===== config.mk =====
export PLATFORM = sky130hd
export DESIGN_NAME = cpu_sequencer
export DESIGN_NICKNAME = d
export VERILOG_FILES = /design/src/cpu_seq_pkg.sv /design/src/cpu_sequencer.sv
export SDC_FILE = /design/constraint.sdc
export NUM_CORES = 1
export LEC_CHECK = 0
export BUFFER_PORTS_ARGS = -buffer_cell sky130_fd_sc_hd__buf_2
export CORE_ASPECT_RATIO = 0.8
export CORE_MARGIN = 8
export CORE_UTILIZATION = 42
export CTS_CLUSTER_DIAMETER = 80
export DETAILED_ROUTE_END_ITERATION = 10
export HOLD_SLACK_MARGIN = 0.05
export SYNTH_ARGS = -nofsm -noshare
export SYNTH_HDL_FRONTEND = slang
export SYNTH_SLANG_ARGS = --single-unit

===== constraint.sdc =====
create_clock -name i_clk -period 3.35 [get_ports i_clk]
set_input_delay 0.1675 -clock i_clk [delete_from_list [all_inputs] [get_ports i_clk]]
set_output_delay 0.1675 -clock i_clk [all_outputs]
set_load 0.01 [all_outputs]

===== src/cpu_seq_pkg.sv =====
/*
 Shared constants and types for the program sequencer and interrupt core.
 Assumes a decoder on the same clock that presents one instruction at a time.
*/
package cpu_seq_pkg;
   localparam int PC_W     = 12;       // Program counter width (32 pages)
   localparam int OFS_W    = 7;        // Offset within a page
   localparam int SRC_N    = 7;        // Interrupt sources
   localparam int MC_DIV   = 3;        // System clocks per machine cycle
   localparam logic [2:0] SP_RESET = 3'h7;   // Depth pointer at reset
   localparam logic [PC_W-1:0] PAGE1_BASE = 12'h080; // Vector region
   localparam logic [PC_W-1:0] PAGE2_BASE = 12'h100; // Call page
   localparam logic [1:0] MC_LAST  = 2'h2;   // Last divider count

   // Operations the decoder hands over
   typedef enum logic [4:0] {
      OP_NOP, OP_SET_CY, OP_CLR_CY, OP_LOAD_A, OP_LOAD_B, OP_AB_TO_PAIR,
      OP_PAIR_TO_AB, OP_LOAD_D, OP_LOAD_DP, OP_BRANCH, OP_LONG_BR,
      OP_CALL, OP_CALL_LONG, OP_PAGE2_CALL, OP_RET, OP_TABLE,
      OP_DEPTH_TO_A, OP_SKIP_TEST, OP_REQ_TEST, OP_SET_EN, OP_EI, OP_DI,
      OP_RETI, OP_RAM_BIT
   } op_e;

   // Sequencer states, Gray along the table-fetch path
   typedef enum logic [0:0] {ST_RUN = 1'b0, ST_TABLE = 1'b1} seq_e;

   typedef struct packed {
      logic       z;        // file_group_sel
      logic [2:0] x;        // file_sel
      logic [3:0] y;        // digit_sel
   } ram_ptr_s;

   typedef struct packed {
      op_e             op;
      logic [1:0]      len;     // Instruction length in words
      logic [PC_W-1:0] target;  // Absolute target for branch and call
      logic [7:0]      imm;     // Immediate field
   } instr_s;

   typedef struct packed {
      ram_ptr_s   dp;
      logic       cy;
      logic       skip;
      logic [3:0] a;
      logic [3:0] b;
   } ctx_s;
endpackage : cpu_seq_pkg


===== src/cpu_sequencer.sv =====
/*
 Program sequencer and interrupt core of a 4-bit CPU: registers, return
 stack, context save, paged program counter and vectored interrupts.
 Assumes the decoder raises i_exec on the last machine cycle of each
 instruction and that request events are one-cycle pulses on i_clk.
*/
`timescale 1ns/1ps
module cpu_sequencer
   import cpu_seq_pkg::*;
#(
   parameter int PAGES = 32                  // 16 or 32 pages
) (
   input  wire logic             i_clk,
   input  wire logic             i_rst,
   input  wire logic             i_exec,      // Instruction completes
   input  wire instr_s           i_instr,     // Instruction fields
   input  wire logic             i_cond,      // Skip test result
   input  wire logic [9:0]       i_rom_data,  // Program word
   input  wire logic             i_wake,      // Return from back-up
   input  wire logic [SRC_N-1:0] i_req_event, // Request sources
   output logic                  o_mc_en,     // Machine cycle enable
   output logic [PC_W-1:0]       o_pc,        // Fetch address
   output logic                  o_skip,      // Skip current instruction
   output logic                  o_irq_take,  // Instruction discarded
   output logic [3:0]            o_a,         // prime_nibble_reg
   output logic [3:0]            o_b,         // helper_word
   output logic                  o_cy,        // carry_flag
   output logic [7:0]            o_ram_addr,  // ram_pointer
   output logic [3:0]            o_port_bit,  // Port bit from digit
   output logic [3:0]            o_bit_mask,  // RAM bit one-hot
   output logic [7:0]            o_pair,      // pair_word
   output logic [2:0]            o_depth,     // stack_depth
   output logic                  o_gate,      // global_irq_gate
   output logic [SRC_N-1:0]      o_req,       // Request flags
   output logic [SRC_N-1:0]      o_en         // Enable bits
);
   logic [1:0]      mc_cnt;        // Divider for the machine cycle
   seq_e            state;         // Sequencer state
   logic [PC_W-1:0] pc;            // Program counter
   logic [PC_W-1:0] stack [8];     // return_stack
   logic [2:0]      sp;            // stack_depth
   logic [3:0]      a, b;          // Working nibbles
   logic [7:0]      pair;          // pair_word
   logic [2:0]      d;             // page_pointer
   logic            cy, skip;      // Carry and skip flags
   ram_ptr_s        dp;            // ram_pointer
   ctx_s            ctx;           // irq_context_save
   logic            gate, gate_arm;// Gate and pending unmask
   logic [SRC_N-1:0] req, en;      // Flags and enables
   logic [1:0]      cond_pipe;     // Interrupt latency stages
   logic            run, take, push, pop;
   logic [SRC_N-1:0] ready;
   logic [2:0]      src;
   logic [PC_W-1:0] in_page, pc_inc, next_pc;

   assign o_mc_en = (mc_cnt == MC_LAST);

   // Machine cycle divider; slower logic runs on this enable
   always_ff @(posedge i_clk) begin
      if (i_rst || o_mc_en) begin
         mc_cnt <= 2'h0;
      end else begin
         mc_cnt <= mc_cnt + 2'h1;
      end
   end

   assign ready = req & en & {SRC_N{gate}};

   always_comb begin
      src = 3'h0;
      for (int i = SRC_N - 1; i >= 0; i--) begin
         if (ready[i]) begin
            src = i[2:0];
         end
      end
   end

   // Instruction boundary in the running state
   assign run  = o_mc_en && i_exec && (state == ST_RUN);
   assign take = run && (|ready) && cond_pipe[1];
   assign o_irq_take = take;

   // in-page address from pointer and prime nibble
   assign in_page = {i_instr.imm[4:0], d, a};

   // carry from offset runs into page field
   always_comb begin
      pc_inc = pc + PC_W'(i_instr.len);
      // sixteen pages wrap at the half
      if (PAGES == 16) begin
         pc_inc[PC_W-1] = 1'b0;
      end
   end

   // Push and pop of the shared stack
   always_comb begin
      push = 1'b0;
      pop  = 1'b0;
      if (take) begin
         push = 1'b1;
      end else if (run && !skip) begin
         unique case (i_instr.op)
            OP_CALL, OP_CALL_LONG, OP_PAGE2_CALL, OP_TABLE: push = 1'b1;
            OP_RET, OP_RETI: pop = 1'b1;
            default: ;
         endcase
      end else if (o_mc_en && state == ST_TABLE) begin
         pop = 1'b1;
      end
   end

   // Next program counter
   always_comb begin
      next_pc = pc;
      if (take) begin
         // vector at two words per source
         next_pc = PAGE1_BASE + PC_W'({src, 1'b0});
      end else if (o_mc_en && state == ST_TABLE) begin
         next_pc = stack[sp];
      end else if (run) begin
         next_pc = pc_inc;
         if (!skip) begin
            unique case (i_instr.op)
               OP_BRANCH, OP_CALL: next_pc = i_instr.target;
               OP_LONG_BR, OP_CALL_LONG, OP_TABLE: next_pc = in_page;
               OP_PAGE2_CALL:
                  next_pc = PAGE2_BASE | PC_W'(i_instr.imm[OFS_W-1:0]);
               OP_RET, OP_RETI: next_pc = stack[sp];
               default: ;
            endcase
         end
      end
   end

   // Program counter and table-fetch sequencing
   always_ff @(posedge i_clk) begin
      if (i_rst) begin
         pc    <= '0;
         state <= ST_RUN;
      end else begin
         pc <= next_pc;
         if (run && !take && !skip && i_instr.op == OP_TABLE) begin
            state <= ST_TABLE;
         end else if (o_mc_en) begin
            state <= ST_RUN;
         end
      end
   end

   // Return stack and depth pointer
   always_ff @(posedge i_clk) begin
      if (i_rst || i_wake) begin
         sp <= SP_RESET;
      end else if (push) begin
         // wraps and overwrites the oldest entry
         sp            <= sp + 3'h1;
         stack[sp + 3'h1] <= take ? pc : pc_inc;
      end else if (pop) begin
         sp <= sp - 3'h1;
      end
   end

   // Working registers, carry and pointers
   always_ff @(posedge i_clk) begin
      if (i_rst) begin
         a    <= 4'h0;
         b    <= 4'h0;
         pair <= 8'h00;
         d    <= 3'h0;
         cy   <= 1'b0;
         dp   <= '0;
      end else if (take) begin
         // Context already captured; registers keep their values
      end else if (o_mc_en && state == ST_TABLE) begin
         // low eight bits of the word into B and A
         {b, a} <= i_rom_data[7:0];
      end else if (run && ctx_restore_ok()) begin
         dp <= ctx.dp;
         cy <= ctx.cy;
         a  <= ctx.a;
         b  <= ctx.b;
      end else if (run && !skip) begin
         unique case (i_instr.op)
            OP_SET_CY:     cy <= 1'b1;
            OP_CLR_CY:     cy <= 1'b0;
            OP_LOAD_A:     a <= i_instr.imm[3:0];
            OP_LOAD_B:     b <= i_instr.imm[3:0];
            OP_AB_TO_PAIR: pair <= {b, a};
            OP_PAIR_TO_AB: {b, a} <= pair;
            OP_LOAD_D:     d <= i_instr.imm[2:0];
            OP_LOAD_DP:    dp <= i_instr.imm;
            OP_DEPTH_TO_A: a <= {1'b0, sp};
            default: ;
         endcase
      end
   end

   function automatic logic ctx_restore_ok();
      return !skip && i_instr.op == OP_RETI;
   endfunction : ctx_restore_ok

   // Skip flag: set by a true test, used by the next instruction
   always_ff @(posedge i_clk) begin
      if (i_rst) begin
         skip <= 1'b0;
      end else if (take) begin
         // pending skip moves into the save
         skip <= 1'b0;
      end else if (run && ctx_restore_ok()) begin
         skip <= ctx.skip;
      end else if (run) begin
         if (skip) begin
            skip <= 1'b0;
         end else begin
            unique case (i_instr.op)
               OP_SKIP_TEST, OP_RAM_BIT: skip <= i_cond;
               // skip test valid only while disabled
               OP_REQ_TEST:
                  skip <= req[i_instr.imm[2:0]] && !en[i_instr.imm[2:0]];
               default: skip <= 1'b0;
            endcase
         end
      end
   end

   // single-stage context save on entry only
   always_ff @(posedge i_clk) begin
      if (i_rst) begin
         ctx <= '0;
      end else if (take) begin
         ctx <= '{dp: dp, cy: cy, skip: skip, a: a, b: b};
      end
   end

   // Global gate with one-instruction unmask delay
   always_ff @(posedge i_clk) begin
      if (i_rst) begin
         gate     <= 1'b0;
         gate_arm <= 1'b0;
      end else if (take) begin
         // cleared when an interrupt is taken
         gate     <= 1'b0;
         gate_arm <= 1'b0;
      end else if (run && !skip && i_instr.op == OP_DI) begin
         gate     <= 1'b0;
         gate_arm <= 1'b0;
      end else if (run) begin
         gate     <= gate | gate_arm;
         gate_arm <= !skip && i_instr.op == OP_EI;
      end
   end

   // Enable bits written by the decoder
   always_ff @(posedge i_clk) begin
      if (i_rst) begin
         en <= '0;
      end else if (run && !take && !skip && i_instr.op == OP_SET_EN) begin
         en <= i_instr.imm[SRC_N-1:0];
      end
   end

   // Request flags: a new event wins over any clear
   always_ff @(posedge i_clk) begin
      if (i_rst) begin
         req <= '0;
      end else begin
         for (int i = 0; i < SRC_N; i++) begin
            if (i_req_event[i]) begin
               req[i] <= 1'b1;
            end else if (take && src == i[2:0]) begin
               req[i] <= 1'b0;
            end else if (run && !skip && i_instr.op == OP_REQ_TEST
                         && i_instr.imm[2:0] == i[2:0] && !en[i]) begin
               req[i] <= 1'b0;
            end
         end
      end
   end

   // Latency pipeline on machine cycles
   always_ff @(posedge i_clk) begin
      if (i_rst || take) begin
         cond_pipe <= 2'b00;
      end else if (o_mc_en) begin
         cond_pipe <= {cond_pipe[0] & (|ready), |ready};
      end
   end

   assign o_pc       = pc;
   assign o_skip     = skip;
   assign o_a        = a;
   assign o_b        = b;
   assign o_cy       = cy;
   assign o_ram_addr = dp;
   assign o_port_bit = dp.y;
   // one-hot bit within a 4-bit word
   assign o_bit_mask = 4'h1 << i_instr.imm[1:0];
   assign o_pair     = pair;
   assign o_depth    = sp;
   assign o_gate     = gate;
   assign o_req      = req;
   assign o_en       = en;

   a_carry_set: assert property (@(posedge i_clk) disable iff (i_rst)
      run && !skip && !take && i_instr.op == OP_SET_CY |=> cy)
      else $error("carry not set");
   a_depth_reset: assert property (@(posedge i_clk)
      i_rst |=> sp == SP_RESET) else $error("depth not seven");
   a_push_wrap: assert property (@(posedge i_clk) disable iff (i_rst)
      push && !i_wake |=> sp == $past(sp) + 3'h1)
      else $error("push did not advance");
   a_take_needs: assert property (@(posedge i_clk) disable iff (i_rst)
      take |-> gate && (req[src] && en[src])) else $error("bad take");
   a_gate_clear: assert property (@(posedge i_clk) disable iff (i_rst)
      take |=> !gate ##1 !gate) else $error("gate stayed open");
   a_vector_load: assert property (@(posedge i_clk) disable iff (i_rst)
      take |=> pc == PAGE1_BASE + PC_W'({$past(src), 1'b0}))
      else $error("wrong vector");
   a_ctx_saved: assert property (@(posedge i_clk) disable iff (i_rst)
      take |=> ctx.a == $past(a) && ctx.skip == $past(skip) && !skip)
      else $error("context not saved");
   a_unmask_late: assert property (@(posedge i_clk) disable iff (i_rst)
      run && !skip && !take && !gate && i_instr.op == OP_EI |=> !gate)
      else $error("gate opened early");
   a_flag_clear: assert property (@(posedge i_clk) disable iff (i_rst)
      take && !i_req_event[src] |=> !req[$past(src)])
      else $error("flag not cleared");

   c_irq_taken: cover property (@(posedge i_clk) disable iff (i_rst) take);
   c_table_done: cover property (@(posedge i_clk) disable iff (i_rst)
      state == ST_TABLE ##1 state == ST_RUN);
   c_stack_wrap: cover property (@(posedge i_clk) disable iff (i_rst)
      push && sp == 3'h7);
endmodule : cpu_sequencer


==> impl_metrics.tcl <==
set metrics [dict create \
    finalHoldWorstSlack_ns 0.0531 \
    post-route-period-util 0.806 \
    tightestPinTransition_ns 0.929 \
    cellPowerDensity_mw_per_mm2 463 \
    std_cell_rows 47 \
    clkTransAtPathRegs_ns 0.08 \
    yosysSeqAreaShare 0.520 \
    final_common_cell "sky130_fd_sc_hd__buf_2" \
    max_clock_freq_mhz 370 \
    finalWorstSetupSlack_ns 0.648 \
    place.port_buffers 112 \
    netlist.area_leader.share 0.325 \
    grt-ovfl-total 0 \
    post_route_cells_drive_above_1_share 0.227 \
    path_max_fanout 9 \
    cap_violations 0 \
    synthesis.nets 877 \
    start_util 0.428 \
    status "complete, no violations" \
    finalCoreUtilization 0.501 \
    ir_drop_uv 333 \
    rsz0062_at_grt "false" \
    wl_per_cell_microns 21.3 \
    total_number_of_yosys_warnings 0 \
    ys_seq_elements 182 \
    via_count 6998 \
    die_width_microns 178 \
    root_buffer "sky130_fd_sc_hd__clkbuf_16" \
    leakage_nw 4.17 \
    grt_antenna_before_repair 0 \
    die_area_sq_mm 0.0260 \
    worst_r2r_path_depth 8 \
    antenna_cells 0 \
    timing.hold.worst_path_depth 3 \
    setup_viol_count_final 0 \
    groute.usage.overall 0.195 \
    instances_no_fill 1211 \
    mappedNetlistArea_sq_mm 0.00886 \
    power.total_mw 4.80 \
    yosys-top-cells-area "sky130_fd_sc_hd__edfxtp_1 (33%), sky130_fd_sc_hd__dfxtp_1 (19%), sky130_fd_sc_hd__mux4_2 (6.4%)" \
    crit_path_end_kind "flip-flop" \
    timing_hold_violations_final 0 \
    dp_worst_setup_slack_ns 0.741 \
    fin_setup_tns_ns 0 \
    netlist-cell-type-count 77 \
    drtPass1Iterations 5 \
    layout.nets 984 \
    place.gp.congestion 0.848 \
    critPathRequiredTime_ns 3.65 \
    postSynth.asyncResetShare 0 \
    criticalPathCategory "flip-flop to flip-flop" \
    critical_path_arrival_ns 3.00 \
    cts_buffer_depth 2 \
    count_of_flip_flops_with_a_built_in_enable_after_synthesis 96 \
    first_pass_grt_wire_length_mm 39.6 \
    setup.worst_path.start_class "flip-flop" \
    synthesis.instances 822 \
    cts_tree "done" \
    dp_hpwl_mm 18.1 \
    grt_max_degree 65 \
    detailedRoute.firstIterationViolations 821 \
    drc_errors 0 \
    cts_resized 0 \
    maxSlewViolCount 0 \
    worst_hold_path_type "primary input to flip-flop" \
    slew-limit-headroom 0.380 \
    finish.instance_area_sq_mm 0.0104 \
    mostFrequentLayoutCells "sky130_fd_sc_hd__buf_2 (112), sky130_fd_sc_hd__nand2_1 (103), sky130_fd_sc_hd__edfxtp_1 (96)" \
    dpl_cell_area_sq_mm 0.00966 \
    ys_dominant_reg_cell "sky130_fd_sc_hd__edfxtp_1" \
    post_drt_via_cell_ratio 5.78 \
    clkLatencyLatePin_ns 0.45 \
    areaGrowthSynthToFinish_pct 17.0 \
    cts_num_sinks 182 \
    number_of_cts_inserted_buffers 17 \
    placed_cells_incl_taps 1168 \
    period_minus_slack_ns 2.70 \
    die_h_microns 146 \
    first_global_vias 6711 \
    final.setup_skew_ns 0.0120 \
    htreeDepth 4 \
    route.final.wire_length_mm 25.7 \
    synth_area_per_cell_sq_um 10.8 \
    core-area_sq_mm 0.0207 \
    num_io_pins 115 \
    synth_largest_area_cell "sky130_fd_sc_hd__edfxtp_1" \
    antenna_violating_nets_post_route 0 \
]
-- flip-flops by register name, indices dropped and copies added, names as in the netlist, 2 cells and up, named ones only --
| name | flops |
|---|---|
| o_depth | 3 |
| o_a | 4 |
| o_b | 4 |
| o_req | 7 |
| mc_cnt | 2 |
| cond_pipe | 2 |
| ctx | 18 |
| o_port_bit | 4 |
| o_pair | 8 |
| stack | 96 |
| o_en | 7 |
| o_pc | 12 |
| d | 3 |
| o_ram_addr | 4 |
-- worst paths after layout --
kind | start | endpoint | slack (ns)
setup / recovery | mc_cnt[0] | o_b[2] | 0.65
hold / removal | i_rom_data[7] | o_b[3] | 0.05
setup reg to reg | mc_cnt[0] | o_b[2] | 0.65
hold reg to reg | mc_cnt[0] | mc_cnt[0] | 0.42
-- cells in the mapped netlist, types with 6 or more instances --
| master | n |
|---|---|
| sky130_fd_sc_hd__a211oi_1 | 17 |
| sky130_fd_sc_hd__a21oi_1 | 44 |
| sky130_fd_sc_hd__a221oi_1 | 6 |
| sky130_fd_sc_hd__a31oi_1 | 8 |
| sky130_fd_sc_hd__a32oi_1 | 6 |
| sky130_fd_sc_hd__and2_1 | 6 |
| sky130_fd_sc_hd__buf_2 | 17 |
| sky130_fd_sc_hd__buf_4 | 12 |
| sky130_fd_sc_hd__clkbuf_1 | 24 |
| sky130_fd_sc_hd__dfxtp_1 | 86 |
| sky130_fd_sc_hd__edfxtp_1 | 96 |
| sky130_fd_sc_hd__inv_1 | 16 |
| sky130_fd_sc_hd__mux2i_1 | 44 |
| sky130_fd_sc_hd__mux4_2 | 25 |
| sky130_fd_sc_hd__nand2_1 | 103 |
| sky130_fd_sc_hd__nand2b_1 | 11 |
| sky130_fd_sc_hd__nand3_1 | 21 |
| sky130_fd_sc_hd__nand4_1 | 6 |
| sky130_fd_sc_hd__nor2_1 | 82 |
| sky130_fd_sc_hd__nor3_1 | 25 |
| sky130_fd_sc_hd__o21ai_0 | 19 |
| sky130_fd_sc_hd__or3_1 | 7 |
| sky130_fd_sc_hd__xnor2_1 | 8 |
| sky130_fd_sc_hd__xor2_1 | 16 |
-- what timing repair did --
action	CTS	global route
setup buffers	0	0
hold buffers	11	0
endpoints found under the hold margin	16	0
-- critical path: stages, from the launching register on --
cell                        delay [ns]
sky130_fd_sc_hd__dfxtp_1          0.32
sky130_fd_sc_hd__inv_1            0.05
sky130_fd_sc_hd__ha_1             0.18
sky130_fd_sc_hd__and3b_1          0.35
sky130_fd_sc_hd__nand2_1          0.25
sky130_fd_sc_hd__a2111oi_1        0.77
sky130_fd_sc_hd__o21ai_1          0.26
sky130_fd_sc_hd__a211oi_1         0.30
sky130_fd_sc_hd__nor3_1           0.08
-- final cells by class --
type	count	area (sq um)
Fill cell	1901	10300
Sequential cell	182	4600
Clock inverter	15	171
Tap cell	269	337
Inverter	17	63.8
Timing Repair Buffer	146	843
Multi-Input combinational cell	565	3920
Clock buffer	17	425
-- cells by family (layout without fill, tap and decap cells) --
| kind of cell | Yosys count | count (layout) | share of synthesized area |
|---|---|---|---|
| and+or+nand+nor | 302 | 302 | 0.167 |
| DFF | 182 | 182 | 0.520 |
| AOI/OAI and AO/OA | 162 | 162 | 0.125 |
| adders and majority gates | 6 | 6 | 0.00932 |
| xor gates and xnor gates | 24 | 24 | 0.0237 |
| buffers and inverters | 75 | 195 | 0.0401 |
| muxes | 71 | 71 | 0.116 |
-- per-layer routing --
layer / GRT usage / routed length, microns / vias up / share of wire
met5: 0 / 0 / - / 0
met4: 0.0437 / 204 / 0 / 0.0079
met3: 0.0399 / 1810 / 15 / 0.070
met2: 0.282 / 11400 / 272 / 0.44
met1: 0.293 / 12400 / 3446 / 0.48
li1: - / - / 3265 / -
-- power by group --
| group | internal (mW) | switching (mW) | total, mW |
|---|---|---|---|
| Sequential | 2.37 | 0.0377 | 2.41 |
| Combinational | 0.139 | 0.239 | 0.379 |
| Clock | 1.01 | 1.00 | 2.01 |
Note: power is estimated with default switching activity, not from simulation.
